===== src/pkg/ftpg_cfg.svh =====
`ifndef FTPG_CFG_SVH
`define FTPG_CFG_SVH

// Register byte offsets
`define FTPG_ADDR_CMD 8'h00
`define FTPG_ADDR_PATT 8'h04
`define FTPG_ADDR_FIRST 8'h08
`define FTPG_ADDR_COUNT 8'h0C
`define FTPG_ADDR_FILE_SIZE_CODE 8'h10
`define FTPG_ADDR_STATUS 8'h14
`define FTPG_ADDR_XFER 8'h18

// Field positions
`define FTPG_CMD_WSTART 0
`define FTPG_CMD_RSTART 1
`define FTPG_STAT_ACTIVE 0
`define FTPG_STAT_FAIL 1

// Pattern selector codes
`define FTPG_PATT_ZERO 3'h0
`define FTPG_PATT_ONE 3'h1
`define FTPG_PATT_INC 3'h2
`define FTPG_PATT_DEC 3'h3
`define FTPG_PATT_LFSR 3'h4

// Reset values
`define FTPG_PATT_RST 3'h2
`define FTPG_FIRST_RST 16'h0000
`define FTPG_COUNT_RST 16'h0001
`define FTPG_FILE_SIZE_CODE_RST 3'h0
`define FTPG_LFSR_RST 32'h0000_0001

// Sizes and counts
`define FTPG_SECT_BASE 19'h00800
`define FTPG_DW_PER_WORD 32'h0000_0008
`define FTPG_LAST_IDX 4'hF
`define FTPG_HDR_HI 32'h0000_0000

`endif


===== src/pkg/ftpg_pkg.sv =====
`include "ftpg_cfg.svh"

package ftpg_pkg;

  typedef logic [31:0] ftpg_dw_type;
  typedef logic [255:0] ftpg_word_type;
  typedef logic [47:0] ftpg_addr_type;
  typedef enum logic {WR_IDLE, WR_RUN} ftpg_wstate_type;

  // File size in 512-byte blocks: 1 MiB doubled per code step
  function automatic logic [18:0] file_sectors(input logic [2:0] code);
    file_sectors = `FTPG_SECT_BASE << code;
  endfunction

  function automatic ftpg_dw_type lfsr_step(input ftpg_dw_type s);
    lfsr_step = {s[30:0], s[30] ^ s[20] ^ s[0]};
  endfunction

  // Address mixed with its inverse, so the seed is never all zero
  function automatic ftpg_dw_type lfsr_seed(input ftpg_dw_type a, input logic half);
    lfsr_seed = half ? {~a[31:16], a[31:16]} : {a[15:0], ~a[15:0]};
  endfunction

  function automatic ftpg_dw_type lane_word(input logic [2:0] sel, input logic [2:0] lane,
      input logic hdr, input ftpg_dw_type addrLo, input ftpg_dw_type inc,
      input ftpg_dw_type rnd);
    lane_word = 32'h0000_0000;
    case (sel)
      `FTPG_PATT_ZERO: lane_word = 32'h0000_0000;
      `FTPG_PATT_ONE: lane_word = 32'hFFFF_FFFF;
      default:
      begin
        if (hdr && lane == 3'h0)
          lane_word = addrLo;
        else if (hdr && lane == 3'h1)
          lane_word = `FTPG_HDR_HI;
        else if (sel == `FTPG_PATT_INC)
          lane_word = inc;
        else if (sel == `FTPG_PATT_DEC)
          lane_word = ~inc;
        else if (sel == `FTPG_PATT_LFSR)
          lane_word = rnd;
      end
    endcase
  endfunction

endpackage


===== src/pkg/ftpg_lfsr_if.sv =====
interface ftpg_lfsr_if;
  logic load;
  logic advance;
  logic [31:0] seed;
  logic [127:0] words;
  modport ctrl (output load, output advance, output seed, input words);
  modport gen (input load, input advance, input seed, output words);
endinterface


===== src/hdl/ftpg_lfsr_quad.sv =====
`include "ftpg_cfg.svh"

module ftpg_lfsr_quad (
  input wire logic clk,
  input wire logic rst_n,
  ftpg_lfsr_if.gen lf
);

  logic [31:0] state_r;
  logic [31:0] st1;
  logic [31:0] st2;
  logic [31:0] st3;
  logic [31:0] st4;
  logic [31:0] state_nxt;

  // Look-ahead: four successive values per cycle
  assign st1 = ftpg_pkg::lfsr_step(state_r); // [RULE7]
  assign st2 = ftpg_pkg::lfsr_step(st1);
  assign st3 = ftpg_pkg::lfsr_step(st2);
  assign st4 = ftpg_pkg::lfsr_step(st3);
  assign lf.words = {st3, st2, st1, state_r};
  assign state_nxt = lf.load ? lf.seed : (lf.advance ? st4 : state_r);

  always_ff @(posedge clk or negedge rst_n)
  begin
    if (!rst_n)
      state_r <= `FTPG_LFSR_RST;
    else
      state_r <= state_nxt;
  end

endmodule // ftpg_lfsr_quad


===== src/hdl/ftpg_top.sv =====
// The address map and the address-and-strobe port are this design's own decisions.
`include "ftpg_cfg.svh"

// Function
// [RULE1] Each 512-byte block opens with address word then zero word, then data; code omits this header in all-zero and all-one patterns.
// [RULE2] Header comes from a block address counter in 512-byte units.
// [RULE3] Start loads address counter with first file index times file size.
// [RULE4] Address counter steps by one after each complete 512-byte block.
// [RULE5] Selector picks pattern; incremental from data counter, decremental inverted.
// [RULE6] Random words use a 32-bit LFSR, polynomial x^31+x^21+x+1.
// [RULE7] Two 128-bit halves, distinct seeds, four LFSR steps per cycle each; code's two seeds match where address bits 31:16 equal inverted 15:0.
// [RULE8] Seed mixes block address bits with inverted block address bits.
// [RULE9] A mismatching read word sets the pattern fail flag.
// [RULE10] One-cycle start pulse sets write active, enabling FIFO writes.
// [RULE11] Write enable high while write active and almost-full low.
// [RULE12] Almost-full high holds write enable low.
// [RULE13] Each write-enable cycle increments the transfer counter.
// [RULE14] Count reaching end size clears write active and write enable.
// [RULE15] Read enable follows only the empty flag, no start, no count stop; code also skips the cycle after each read.
// [RULE16] Each read-enable cycle advances data and address counters.
// [RULE17] Both directions use 256-bit FIFO-style data ports.
// [RULE18] End size is file count times decoded file size.
// [RULE19] Selector also offers all-zero and all-one, five patterns total.
// [RULE20] Read whenever empty is low and compare each word with expected; code skips the cycle after each read.
// [RULE21] Start clears data counter and fail flag; fail sticks until then.
// [RULE22] Data counter steps once per 32-bit word position, header overlaid.
module ftpg_top (
  input wire logic clk,
  input wire logic rst_n,
  input wire logic [7:0] regAddr,
  input wire logic [31:0] regWrData,
  input wire logic regWrEn,
  input wire logic regRdEn,
  output logic [31:0] regRdData,
  output logic fifoWriteEnable,
  output logic [255:0] fifoWriteWord,
  input wire logic fifoAlmostFull,
  output logic fifoReadEnable,
  input wire logic [255:0] fifoReadWord,
  input wire logic fifoEmptyFlag,
  output logic writeTransferActive,
  output logic patternFailFlag
);

  // Software registers
  logic [2:0] pattSel_r;
  logic [15:0] firstFileIndex_r;
  logic [15:0] fileCount_r;
  logic [2:0] fileSizeCode_r;
  logic [31:0] regRdData_r;

  // Transfer control
  ftpg_pkg::ftpg_wstate_type wstate_r;
  ftpg_pkg::ftpg_wstate_type wstate_nxt;
  logic active_r;
  logic wrEn_r;
  logic wrEn_nxt;
  ftpg_pkg::ftpg_word_type wrWord_r;
  logic [39:0] xferCnt_r;
  logic [39:0] xferCnt_nxt;

  // Pattern generator state
  ftpg_pkg::ftpg_addr_type blockAddr_r;
  ftpg_pkg::ftpg_addr_type blockAddr_nxt;
  logic [3:0] wordIdx_r;
  logic [3:0] wordIdx_nxt;
  ftpg_pkg::ftpg_dw_type dataCnt_r;
  ftpg_pkg::ftpg_dw_type dataCnt_nxt;

  // Read checker
  logic rdEn_r;
  logic rdEn_nxt;
  logic rdVal_r;
  ftpg_pkg::ftpg_word_type expWord_r;
  logic fail_r;
  logic fail_nxt;

  // Decode
  wire selCmd = regAddr == `FTPG_ADDR_CMD;
  wire selPatt = regAddr == `FTPG_ADDR_PATT;
  wire selFirst = regAddr == `FTPG_ADDR_FIRST;
  wire selCount = regAddr == `FTPG_ADDR_COUNT;
  wire selFsize = regAddr == `FTPG_ADDR_FILE_SIZE_CODE;
  wire selStatus = regAddr == `FTPG_ADDR_STATUS;
  wire selXfer = regAddr == `FTPG_ADDR_XFER;
  wire writePatternStart = regWrEn && selCmd && regWrData[`FTPG_CMD_WSTART];
  wire readPatternStart = regWrEn && selCmd && regWrData[`FTPG_CMD_RSTART];
  wire anyStart = writePatternStart || readPatternStart;

  wire [18:0] fileSectors = ftpg_pkg::file_sectors(fileSizeCode_r);
  // Operands widened first so a large file index cannot wrap the product
  wire [34:0] startProd = 35'(firstFileIndex_r) * 35'(fileSectors);
  wire [34:0] endProd = 35'(fileCount_r) * 35'(fileSectors);
  // Start address in 512-byte blocks
  wire [47:0] startAddr = {13'h0000, startProd}; // [RULE3]
  // End size counted in 256-bit words, sixteen per block
  wire [39:0] endSize = {1'b0, endProd, 4'h0}; // [RULE18]
  wire endNonZero = endSize != 40'h00_0000_0000;
  wire lastWord = (xferCnt_r + 40'h00_0000_0001) == endSize;

  // Write sequencing
  always_comb
  begin
    wstate_nxt = wstate_r;
    case (wstate_r)
      ftpg_pkg::WR_IDLE:
      begin
        if (writePatternStart && endNonZero)
          wstate_nxt = ftpg_pkg::WR_RUN; // [RULE10]
      end
      ftpg_pkg::WR_RUN:
      begin
        if (wrEn_r && lastWord)
          wstate_nxt = ftpg_pkg::WR_IDLE; // [RULE14]
      end
      default:
        wstate_nxt = ftpg_pkg::WR_IDLE;
    endcase
  end

  // Enable drops on the edge that takes the last word, never one word late
  assign wrEn_nxt = (wstate_r == ftpg_pkg::WR_RUN) // [RULE11]
    && !fifoAlmostFull // [RULE12]
    && !(wrEn_r && lastWord); // [RULE14]

  assign xferCnt_nxt = anyStart ? 40'h00_0000_0000 :
    ((wrEn_r || rdEn_r) ? xferCnt_r + 40'h00_0000_0001 : xferCnt_r); // [RULE13]

  // Read enable is registered, so after each read one cycle is skipped to
  // let the empty flag catch up; this avoids reading an empty FIFO
  assign rdEn_nxt = !fifoEmptyFlag && !rdEn_r; // [RULE15] [RULE20]

  // Generator advances on every word it delivers or expects
  wire genAdv = wrEn_nxt || rdEn_r; // [RULE16]
  wire blockEnd = wordIdx_r == `FTPG_LAST_IDX;
  wire [47:0] nextAddr = blockAddr_r + 48'h0000_0000_0001;

  always_comb
  begin
    blockAddr_nxt = blockAddr_r;
    wordIdx_nxt = wordIdx_r;
    dataCnt_nxt = dataCnt_r;
    if (anyStart)
    begin
      blockAddr_nxt = startAddr; // [RULE3]
      wordIdx_nxt = 4'h0;
      dataCnt_nxt = 32'h0000_0000; // [RULE21]
    end
    else if (genAdv)
    begin
      wordIdx_nxt = wordIdx_r + 4'h1;
      dataCnt_nxt = dataCnt_r + `FTPG_DW_PER_WORD; // [RULE22]
      if (blockEnd)
        blockAddr_nxt = nextAddr; // [RULE2] [RULE4]
    end
  end

  // LFSR halves: reseeded at transfer start and at each block boundary
  ftpg_lfsr_if lfLow ();
  ftpg_lfsr_if lfHigh ();
  wire lfLoad = anyStart || (genAdv && blockEnd);
  wire [31:0] seedAddr = anyStart ? startAddr[31:0] : nextAddr[31:0];

  assign lfLow.load = lfLoad;
  assign lfLow.advance = genAdv;
  assign lfLow.seed = ftpg_pkg::lfsr_seed(seedAddr, 1'b0); // [RULE8]
  assign lfHigh.load = lfLoad;
  assign lfHigh.advance = genAdv;
  assign lfHigh.seed = ftpg_pkg::lfsr_seed(seedAddr, 1'b1); // [RULE8]

  ftpg_lfsr_quad uLfsrLow (
    .clk(clk),
    .rst_n(rst_n),
    .lf(lfLow)
  ); // [RULE6] [RULE7]

  ftpg_lfsr_quad uLfsrHigh (
    .clk(clk),
    .rst_n(rst_n),
    .lf(lfHigh)
  ); // [RULE6] [RULE7]

  wire [255:0] rndWord = {lfHigh.words, lfLow.words};
  wire hdrWord = wordIdx_r == 4'h0;
  ftpg_pkg::ftpg_word_type genWord;

  genvar lane;
  generate
    for (lane = 0; lane < 8; lane++)
    begin : gLane
      // Header overlays lanes 0 and 1 of the first word of each block, except in the all-zero and all-one patterns
      assign genWord[32 * lane +: 32] = ftpg_pkg::lane_word(pattSel_r,
        3'(lane), hdrWord, blockAddr_r[31:0], dataCnt_r + 32'(lane),
        rndWord[32 * lane +: 32]); // [RULE1] [RULE5] [RULE19]
    end
  endgenerate

  // Compare one cycle after the read enable, when the FIFO shows the word
  wire mismatch = rdVal_r && (fifoReadWord != expWord_r); // [RULE20]
  assign fail_nxt = mismatch || (fail_r && !anyStart); // [RULE9] [RULE21]

  // Read mux
  // Start pulses are not stored, so the command register reads back as zero
  logic [31:0] rdMux;
  always_comb
  begin
    rdMux = 32'h0000_0000;
    if (selPatt)
      rdMux = {29'h0000_0000, pattSel_r};
    else if (selFirst)
      rdMux = {16'h0000, firstFileIndex_r};
    else if (selCount)
      rdMux = {16'h0000, fileCount_r};
    else if (selFsize)
      rdMux = {29'h0000_0000, fileSizeCode_r};
    else if (selStatus)
    begin
      rdMux[`FTPG_STAT_ACTIVE] = active_r;
      rdMux[`FTPG_STAT_FAIL] = fail_r;
    end
    else if (selXfer)
      rdMux = xferCnt_r[31:0];
  end

  // Software registers
  always_ff @(posedge clk or negedge rst_n)
  begin
    if (!rst_n)
    begin
      pattSel_r <= `FTPG_PATT_RST;
      firstFileIndex_r <= `FTPG_FIRST_RST;
      fileCount_r <= `FTPG_COUNT_RST;
      fileSizeCode_r <= `FTPG_FILE_SIZE_CODE_RST;
    end
    else if (regWrEn)
    begin
      if (selPatt)
        pattSel_r <= regWrData[2:0];
      if (selFirst)
        firstFileIndex_r <= regWrData[15:0];
      if (selCount)
        fileCount_r <= regWrData[15:0];
      if (selFsize)
        fileSizeCode_r <= regWrData[2:0];
    end
  end

  // Read data stands only in the cycle after the strobe
  always_ff @(posedge clk or negedge rst_n)
  begin
    if (!rst_n)
      regRdData_r <= 32'h0000_0000;
    else
      regRdData_r <= regRdEn ? rdMux : 32'h0000_0000;
  end

  // Write path
  always_ff @(posedge clk or negedge rst_n)
  begin
    if (!rst_n)
    begin
      wstate_r <= ftpg_pkg::WR_IDLE;
      active_r <= 1'b0;
      wrEn_r <= 1'b0;
    end
    else
    begin
      wstate_r <= wstate_nxt;
      active_r <= wstate_nxt == ftpg_pkg::WR_RUN; // [RULE10] [RULE14]
      wrEn_r <= wrEn_nxt;
    end
  end

  // Word counter, shared by both directions and readable by software
  always_ff @(posedge clk or negedge rst_n)
  begin
    if (!rst_n)
      xferCnt_r <= 40'h00_0000_0000;
    else
      xferCnt_r <= xferCnt_nxt; // [RULE13]
  end

  always_ff @(posedge clk or negedge rst_n)
  begin
    if (!rst_n)
      wrWord_r <= 256'h0;
    else if (wrEn_nxt)
      wrWord_r <= genWord; // [RULE17]
  end

  // Generator counters
  always_ff @(posedge clk or negedge rst_n)
  begin
    if (!rst_n)
    begin
      wordIdx_r <= 4'h0;
      dataCnt_r <= 32'h0000_0000;
    end
    else
    begin
      wordIdx_r <= wordIdx_nxt;
      dataCnt_r <= dataCnt_nxt;
    end
  end

  // Block address counter in 512-byte units
  always_ff @(posedge clk or negedge rst_n)
  begin
    if (!rst_n)
      blockAddr_r <= 48'h0000_0000_0000;
    else
      blockAddr_r <= blockAddr_nxt; // [RULE2] [RULE4]
  end

  // Read checker
  always_ff @(posedge clk or negedge rst_n)
  begin
    if (!rst_n)
    begin
      rdEn_r <= 1'b0;
      rdVal_r <= 1'b0;
    end
    else
    begin
      rdEn_r <= rdEn_nxt;
      rdVal_r <= rdEn_r;
    end
  end

  // Sticky until the next start; a mismatch in the start cycle still wins
  always_ff @(posedge clk or negedge rst_n)
  begin
    if (!rst_n)
      fail_r <= 1'b0;
    else
      fail_r <= fail_nxt; // [RULE9] [RULE21]
  end

  always_ff @(posedge clk or negedge rst_n)
  begin
    if (!rst_n)
      expWord_r <= 256'h0;
    else if (rdEn_r)
      expWord_r <= genWord; // [RULE16]
  end

  assign regRdData = regRdData_r;
  assign fifoWriteEnable = wrEn_r;
  assign fifoWriteWord = wrWord_r;
  assign fifoReadEnable = rdEn_r;
  assign writeTransferActive = active_r;
  assign patternFailFlag = fail_r;

endmodule // ftpg_top


===== config.mk =====
export PLATFORM = sky130hd
export DESIGN_NAME = ftpg_top
export DESIGN_NICKNAME = d
export VERILOG_FILES = /design/src/pkg/ftpg_pkg.sv /design/src/pkg/ftpg_lfsr_if.sv /design/src/hdl/ftpg_lfsr_quad.sv /design/src/hdl/ftpg_top.sv
export VERILOG_INCLUDE_DIRS = /design/src /design/src/pkg
export SDC_FILE = /design/constraint.sdc
export NUM_CORES = 2
export LEC_CHECK = 0
export ABC_CLOCK_PERIOD_IN_PS = 10000
export BUFFER_PORTS_ARGS = -buffer_cell sky130_fd_sc_hd__buf_4
export CORE_UTILIZATION = 55
export CTS_BUF_LIST = sky130_fd_sc_hd__clkbuf_8
export CTS_CLUSTER_SIZE = 14
export DETAILED_ROUTE_END_ITERATION = 16
export PLACE_DENSITY = 0.82
export SLEW_MARGIN = 20
export SYNTH_ARGS = -nofsm -noshare
export SYNTH_HDL_FRONTEND = slang
export SYNTH_SLANG_ARGS = --single-unit

===== constraint.sdc =====
create_clock -name clk -period 10 [get_ports clk]
set_clock_uncertainty 0.15 [all_clocks]
set_input_delay 2 -clock clk [delete_from_list [all_inputs] [get_ports clk]]
set_output_delay 2 -clock clk [all_outputs]
set_load 0.01 [all_outputs]

---- After elaboration in Yosys (flattened, before gate mapping) ----
Cells that the tools add are included.
operators by class
  shift operators ......................... 1
  mux-type cells .......................... 59
  eq/ne operators ......................... 13
  $lt $le $gt $ge ......................... 0
  divide/modulo/power cells ............... 0
  bitwise logic cells ..................... 27
  add/subtract/negate cells ............... 11
  reduce and logical (&&, ||, !) cells .... 34
  multiply operators ...................... 2
operators with widths
  kind                                                number
  two-way mux 32 bit                                  39
  case mux 32 bit (2 select lines)                    8
  != test 256 bit                                     1
  NOT 32 bit                                          8
  two-way mux 48 bit                                  3
  adder 32 x 3 -> 32 bit (second input constant)      4
  two-way mux 40 bit                                  2
  multiplier 16 x 19 -> 35 bit                        2
  adder 32 x 2 -> 32 bit (second input constant)      2
  adder 48 x 1 -> 48 bit (second input constant)      1
  adder 40 x 1 -> 40 bit (second input constant)      1
  == test 40 x 39 -> 1 bit                            1
  nonzero test 40 bit                                 1
  adder 32 x 1 -> 32 bit (second input constant)      1
  adder 32 x 4 -> 32 bit (second input constant)      1
  NOT 16 bit                                          2
  two-way mux 30 bit                                  1
  == test 8 x 5 -> 1 bit (second input constant)      3
  left shift 12 x 3 -> 19 bit (first input constant)  1
  == test 8 x 4 -> 1 bit (second input constant)      2
  XOR 1 bit                                           16
  logical AND 1 bit                                   11
  AND reduction 2 bit                                 5
  == test 8 x 3 -> 1 bit (second input constant)      1
  16 further kinds                                    30
word-level totals
  register bits ........................... 775
  latch bits .............................. 0
  memory bits (writable) .................. 0
  output and inout bits ................... 292
  bits in read-only memories .............. 0
  memories ................................ 0

---- Longest topological paths before layout ----
  depth in word-level cells ............... 10
  gate-level depth with buffers ........... 33

---- Cells and area by module ----
A second synthesis with hierarchy kept.
unflattened totals
  cells, all modules ...................... 5,159
  area total of the unflattened synthesis .. 50,515.9 um^2
modules (own cells, without submodules)
  module          area an instance (um^2)  cells an instance  sequential area each (um^2)  instances
  ftpg_top        46,009.1                 4,677              17,319.1                     1
  ftpg_lfsr_quad  2,253.4                  241                802.0                        2

---- Worst setup path after synthesis ----
OpenSTA, ideal clock, no wires.
  path type ............................... register -> register
  start ................................... reg fileSizeCode_r[0]
  end ..................................... reg blockAddr_r[16]
  cell stages (with the launch flop) ...... 28
  data required time ...................... 9.725 ns
  setup time .............................. 0.125 ns
  data arrival time ....................... 7.920 ns
  clock period less this slack ............ 8.195 ns
  setup slack ............................. 1.805 ns
  path through ............................ dfrtp_1 > clkbuf_1 > nor3b_1 > clkbuf_1 > nand2_1 > fa_1 > fa_1 > inv_1 > fa_1 > inv_1 > fa_1 > inv_1 > fa_1 > ha_1 > ha_1 > clkbuf_1 > a211oi_1 > o21bai_1 > or3_1 > o31a_1 > a21o_1 > a211o_1 > or4b_1 > nor4_4 > a21oi_2 > o21ai_4 > buf_4 > mux2_2
on the way
  longest elaborated chain between the ends .. 9
  elaborated cells between the ends (all ways) .. 11
  those cells by class .................... mul (2); eq/ne (1); shift (1); mux (1); reduce/logical (6)
RTL lines
  what                                     RTL line         source
  start, declared                          ftpg_top.sv:49   logic [2:0] fileSizeCode_r;
  start signal, assigned                   ftpg_top.sv:233  fileSizeCode_r <= `FTPG_FILE_SIZE_CODE_RST;
  start signal, assigned                   ftpg_top.sv:244  fileSizeCode_r <= regWrData[2:0];
  left shift 12 x 3 -> 19 bit (no line) *  -
  multiplier 16 x 19 -> 35 bit             ftpg_top.sv:93   wire [34:0] endProd = 35'(fileCount_r) * 35'(fileSectors);
  == test 40 x 39 -> 1 bit                 ftpg_top.sv:99   wire lastWord = (xferCnt_r + 40'h00_0000_0001) == endSize;
  logical AND 1 bit                        ftpg_top.sv:124  && !(wrEn_r && lastWord);
  logical NOT 1 bit                        ftpg_top.sv:124
  logical AND 1 bit                        ftpg_top.sv:124
  logical OR 1 bit                         ftpg_top.sv:134  wire genAdv = wrEn_nxt || rdEn_r;
  nonzero test 2 bit (no line)             -
  AND reduction 2 bit (no line)            -
  end signal, assigned                     ftpg_top.sv:312  blockAddr_r <= blockAddr_nxt;
  end, declared                            ftpg_top.sv:63   ftpg_pkg::ftpg_addr_type blockAddr_r;
Every way passes the cells marked *; elsewhere a longest branch is shown, timed or not.
A chain may end at the register's enable or synchronous reset.

---- Final worst setup path ----
  start ................................... reg fileSizeCode_r[2]
  end ..................................... reg wrWord_r[143], in the netlist fifoWriteWord[143]
on the way
  longest elaborated chain between the ends .. 6
RTL lines
  what                                   RTL line         source
  left shift 12 x 3 -> 19 bit (no line)  -
  multiplier 16 x 19 -> 35 bit           ftpg_top.sv:93
  == test 40 x 39 -> 1 bit               ftpg_top.sv:99
  logical AND 1 bit                      ftpg_top.sv:124
  logical NOT 1 bit                      ftpg_top.sv:124
  logical AND 1 bit                      ftpg_top.sv:124
  end signal, assigned                   ftpg_top.sv:288  wrWord_r <= genWord;
  end, declared                          ftpg_top.sv:58   ftpg_pkg::ftpg_word_type wrWord_r;
Every way passes these cells.

==> metrics.md <==
| Metric | Value |
|---|---|
| Critical path launch point type | flop |
| Crit Path Class | reg2reg |
| CP arrival | approximately 9700 ps |
| Crit. End Element | flop |
| Worst IR Drop VDD | 0.1265 mV |
| P_leak | 25.62 nW |
| TritonCTS sink count | 754 |
| Syn_area_per_cell | 8.960 um^2 |
| Seq/Total Area, Yosys | 0.4048 |
| Post-DRT Antenna Nets | 0 |
| DRC Markers | 0 |
| # hold bufs at CTS | 0 |
| Detailed Route WL | between 150000 and 200000 um |
| Core area | 83820 um^2 |
| Synth warn | 0 |
| CTS buffer count | 132 |
| Post-cts repair resize count | 0 |
| 1st-pass router iterations | 12 |
| Distinct cells, synth | 85 |
| Post-Syn Instances | 5203 |
| Via density | 6.282 |
| H-tree Lvls | 4 |
| RSZ-0062 raised after global routing | false |
| Max Transition Viols Final | 0 |
| Hold_sp | fifoWriteWord[61]$_DFFE_PN0P_ |
| Final instance area | 54310 um^2 |
| Worst Setup SP | fileSizeCode_r[2]$_DFFE_PN0P_ |
| Worst skew pair latency | 820 ps |
| Crit path max fanout | 72 |
| Hold depth | 2 |
| Power per cell area | between 150 and 200 nW/um^2 |
| RR Startpoint | fileSizeCode_r[2]$_DFFE_PN0P_ |
| Area grow syn2layout | 16.48% |
| Final hold slack | between 300 and 400 ps |
| Maximum number of pins on one net before global-route repair | 214 |
| Highest clock rate | 109.2 MHz |
| Setup bufs post-CTS | 0 |
| Slew @ Worst Pin | 1278 ps |
| Final Wtd Congestion | 1.065 |
| Clock transition at the registers of the reported paths | 60 ps |
| Ports | 594 |
| Bufs on Longest Clock Path | 3 |
| Seq cells post-synth | roughly 750 |
| Via count | 43008 |
| Die H | roughly 290 um |
| Iteration-0 DRC Markers | 6832 |
| TritonCTS clock tree | yes |
| Mapped Nets | 5849 |
| First-pass GRT wire length | 269100 um |
| Vias in the first global route | 41007 |
| Cell Rows | 106 |
| Number of synthesized flops with an enable pin | 0 |
| Layout net count | between 6000 and 7000 |
| GRT Overall Usage | 0.4312 |
| Worst reg-to-reg path cell count | 26 |
| Outcome | completed |
| Max stage delay on crit path | 580 ps |
| Die footprint | 85930 um^2 |
| Mapped Area | 46620 um^2 |
| IO buf count | 577 |
| Crit path time final | around 9200 ps |
| Drt wl/cell | 27.32 um |
| Grt total ovfl | 0 |
| TNS Setup | 0 ps |
| Ys flop type | dfrtp_1 |
| CP max stage cell | nor4_4 |
| Critical Path RT | 10500 ps |
| Async SR Flop Fraction | 1.000 |
| Power Total | 9.840 mW |
| Period utilization | 0.9153 |
| Total of max-cap violations | 0 |
| Count of final hold-check violations | 0 |
| Slew HR | 0.1446 |
| Setup violations, final | 0 |
| Die X | 293.1 um |
| Initial core utilization | 0.5562 |
| Layout cells sized above 1 | 0.1674 |
| Post-DP HPWL | 140900 um |
| Cell Area, Placed | 51500 um^2 |
| Root Driver | clkbuf_8 |
| Worst hold path class | reg2reg |
| Initial antenna violation count | 13 |
==> worst paths after layout <==
kind,endpoint,slack (ps)
max,fifoWriteWord[143]$_DFFE_PN0P_,850
min,fifoWriteWord[61]$_DFFE_PN0P_,330
max reg2reg,fifoWriteWord[143]$_DFFE_PN0P_,850
min reg2reg,fifoWriteWord[61]$_DFFE_PN0P_,330
max in group asynchronous,fifoWriteWord[129]$_DFFE_PN0P_,7050
min in group asynchronous,regRdData[4]$_DFF_PN0_,1080
==> metrics by stage <==
step                        util  setup slack (ps)  cells
after global routing      0.6478             447.7   6844
after CTS                 0.6472             903.5   6837
after floorplan                -              1805   5203
after global placement    0.6143              1150   6600
final                     0.6479             846.6   6846
after detailed placement  0.6144             997.9   6600
==> routing by layer <==
layer | wire [um] | GRT usage | vias to the layer above
met5 | 39 | 0 | -
li1 | - | - | 18434
met1 | 63810 | 0.5265 | 20773
met4 | 17830 | 0.3344 | 6
met3 | 23340 | 0.1179 | 711
met2 | 82030 | 0.6494 | 3084
==> final cells by class <==
type / instances / area (um^2)
antenna: 8 / 20.02
clock inverter: 70 / 446.7
clock buffer: 167 / 2298
fill: 6878 / 29510
inverter: 281 / 1055
tap: 1134 / 1419
timing repair buffer: 642 / 4997
sequential: 754 / 18880
multi-input combinational: 3790 / 25190
==> cells by family (layout without fill, tap and decap cells) <==
| logic type | count (synthesis) | in the layout | synth area share |
|---|---|---|---|
| compound gates | 1245 | 1245 | 0.1518 |
| xor+xnor | 432 | 432 | 0.08266 |
| fa+ha+maj | 344 | 344 | 0.1184 |
| buf+inv | 659 | 1160 | 0.05738 |
| flops | 754 | 754 | 0.4048 |
| mux | 81 | 81 | 0.01897 |
| other cells | 0 | 8 | 0 |
| simple gates | 1688 | 1688 | 0.1660 |
==> placed cells by master, fill, tap and decap left out, types with 9 or more instances in the layout <==
master,netlist,routed
mux2i_1,22,22
xnor2_1,178,178
o221ai_1,29,29
o31ai_1,16,16
mux2_2,59,59
a21oi_1,543,543
a21o_1,14,13
nor4_1,63,62
fa_1,162,162
o21ai_0,328,327
nand2b_1,21,21
a22oi_1,72,72
and3_1,55,55
buf_4,7,628
nor3_1,45,42
a222oi_1,13,13
o21a_1,9,9
xor2_1,249,249
and2_1,125,125
or3_1,15,15
nand3_1,112,111
a31oi_1,23,23
and4_1,17,17
clkinv_2,0,19
ha_1,182,182
a211oi_1,9,9
buf_12,0,12
a211o_1,17,17
dfrtp_1,750,747
clkbuf_8,0,167
nand4_1,70,70
o21ai_1,93,94
inv_1,281,316
o211ai_1,10,10
nand2_1,600,599
nor2_1,511,502
==> sequential cells by signal, indices dropped and copies added (netlist names), 3 cells and up <==
signal             cells
wordIdx_r              4
expWord_r            255
regRdData             32
pattSel_r              3
dataCnt_r             29
xferCnt_r             40
fileSizeCode_r         3
firstFileIndex_r      16
blockAddr_r           32
fifoWriteWord        255
fileCount_r           16
uLfsrLow.state_r      32
uLfsrHigh.state_r     32
==> cells in the mapped netlist, drive strengths merged (112+ instances only) <==
cell type | number | area share
a21oi | 544 | 0.058
and2 | 126 | 0.017
buf | 123 | 0.014
clkbuf | 255 | 0.021
dfrtp | 750 | 0.40
fa | 162 | 0.070
ha | 182 | 0.049
inv | 281 | 0.023
nand2 | 601 | 0.049
nand3 | 112 | 0.012
nor2 | 512 | 0.041
o21ai | 422 | 0.046
xnor2 | 178 | 0.033
xor2 | 249 | 0.047
==> where the power goes <==
group / leakage (nW) / switching (mW) / internal, mW
logic: 14.5 / 1.53 / 0.930
clock network: 1.55 / 1.42 / 1.54
registers: 9.58 / 0.900 / 3.52
==> worst max-delay path: cells and delay by family, from the launching register on <==
family	cells	cell delay, ps
DFF	1	570
buffers and inverters	7	1190
and+or+nand+nor	7	2320
adders and majority gates	7	3350
AOI/OAI and AO/OA	5	1280
(Power assumes the default switching activity.)
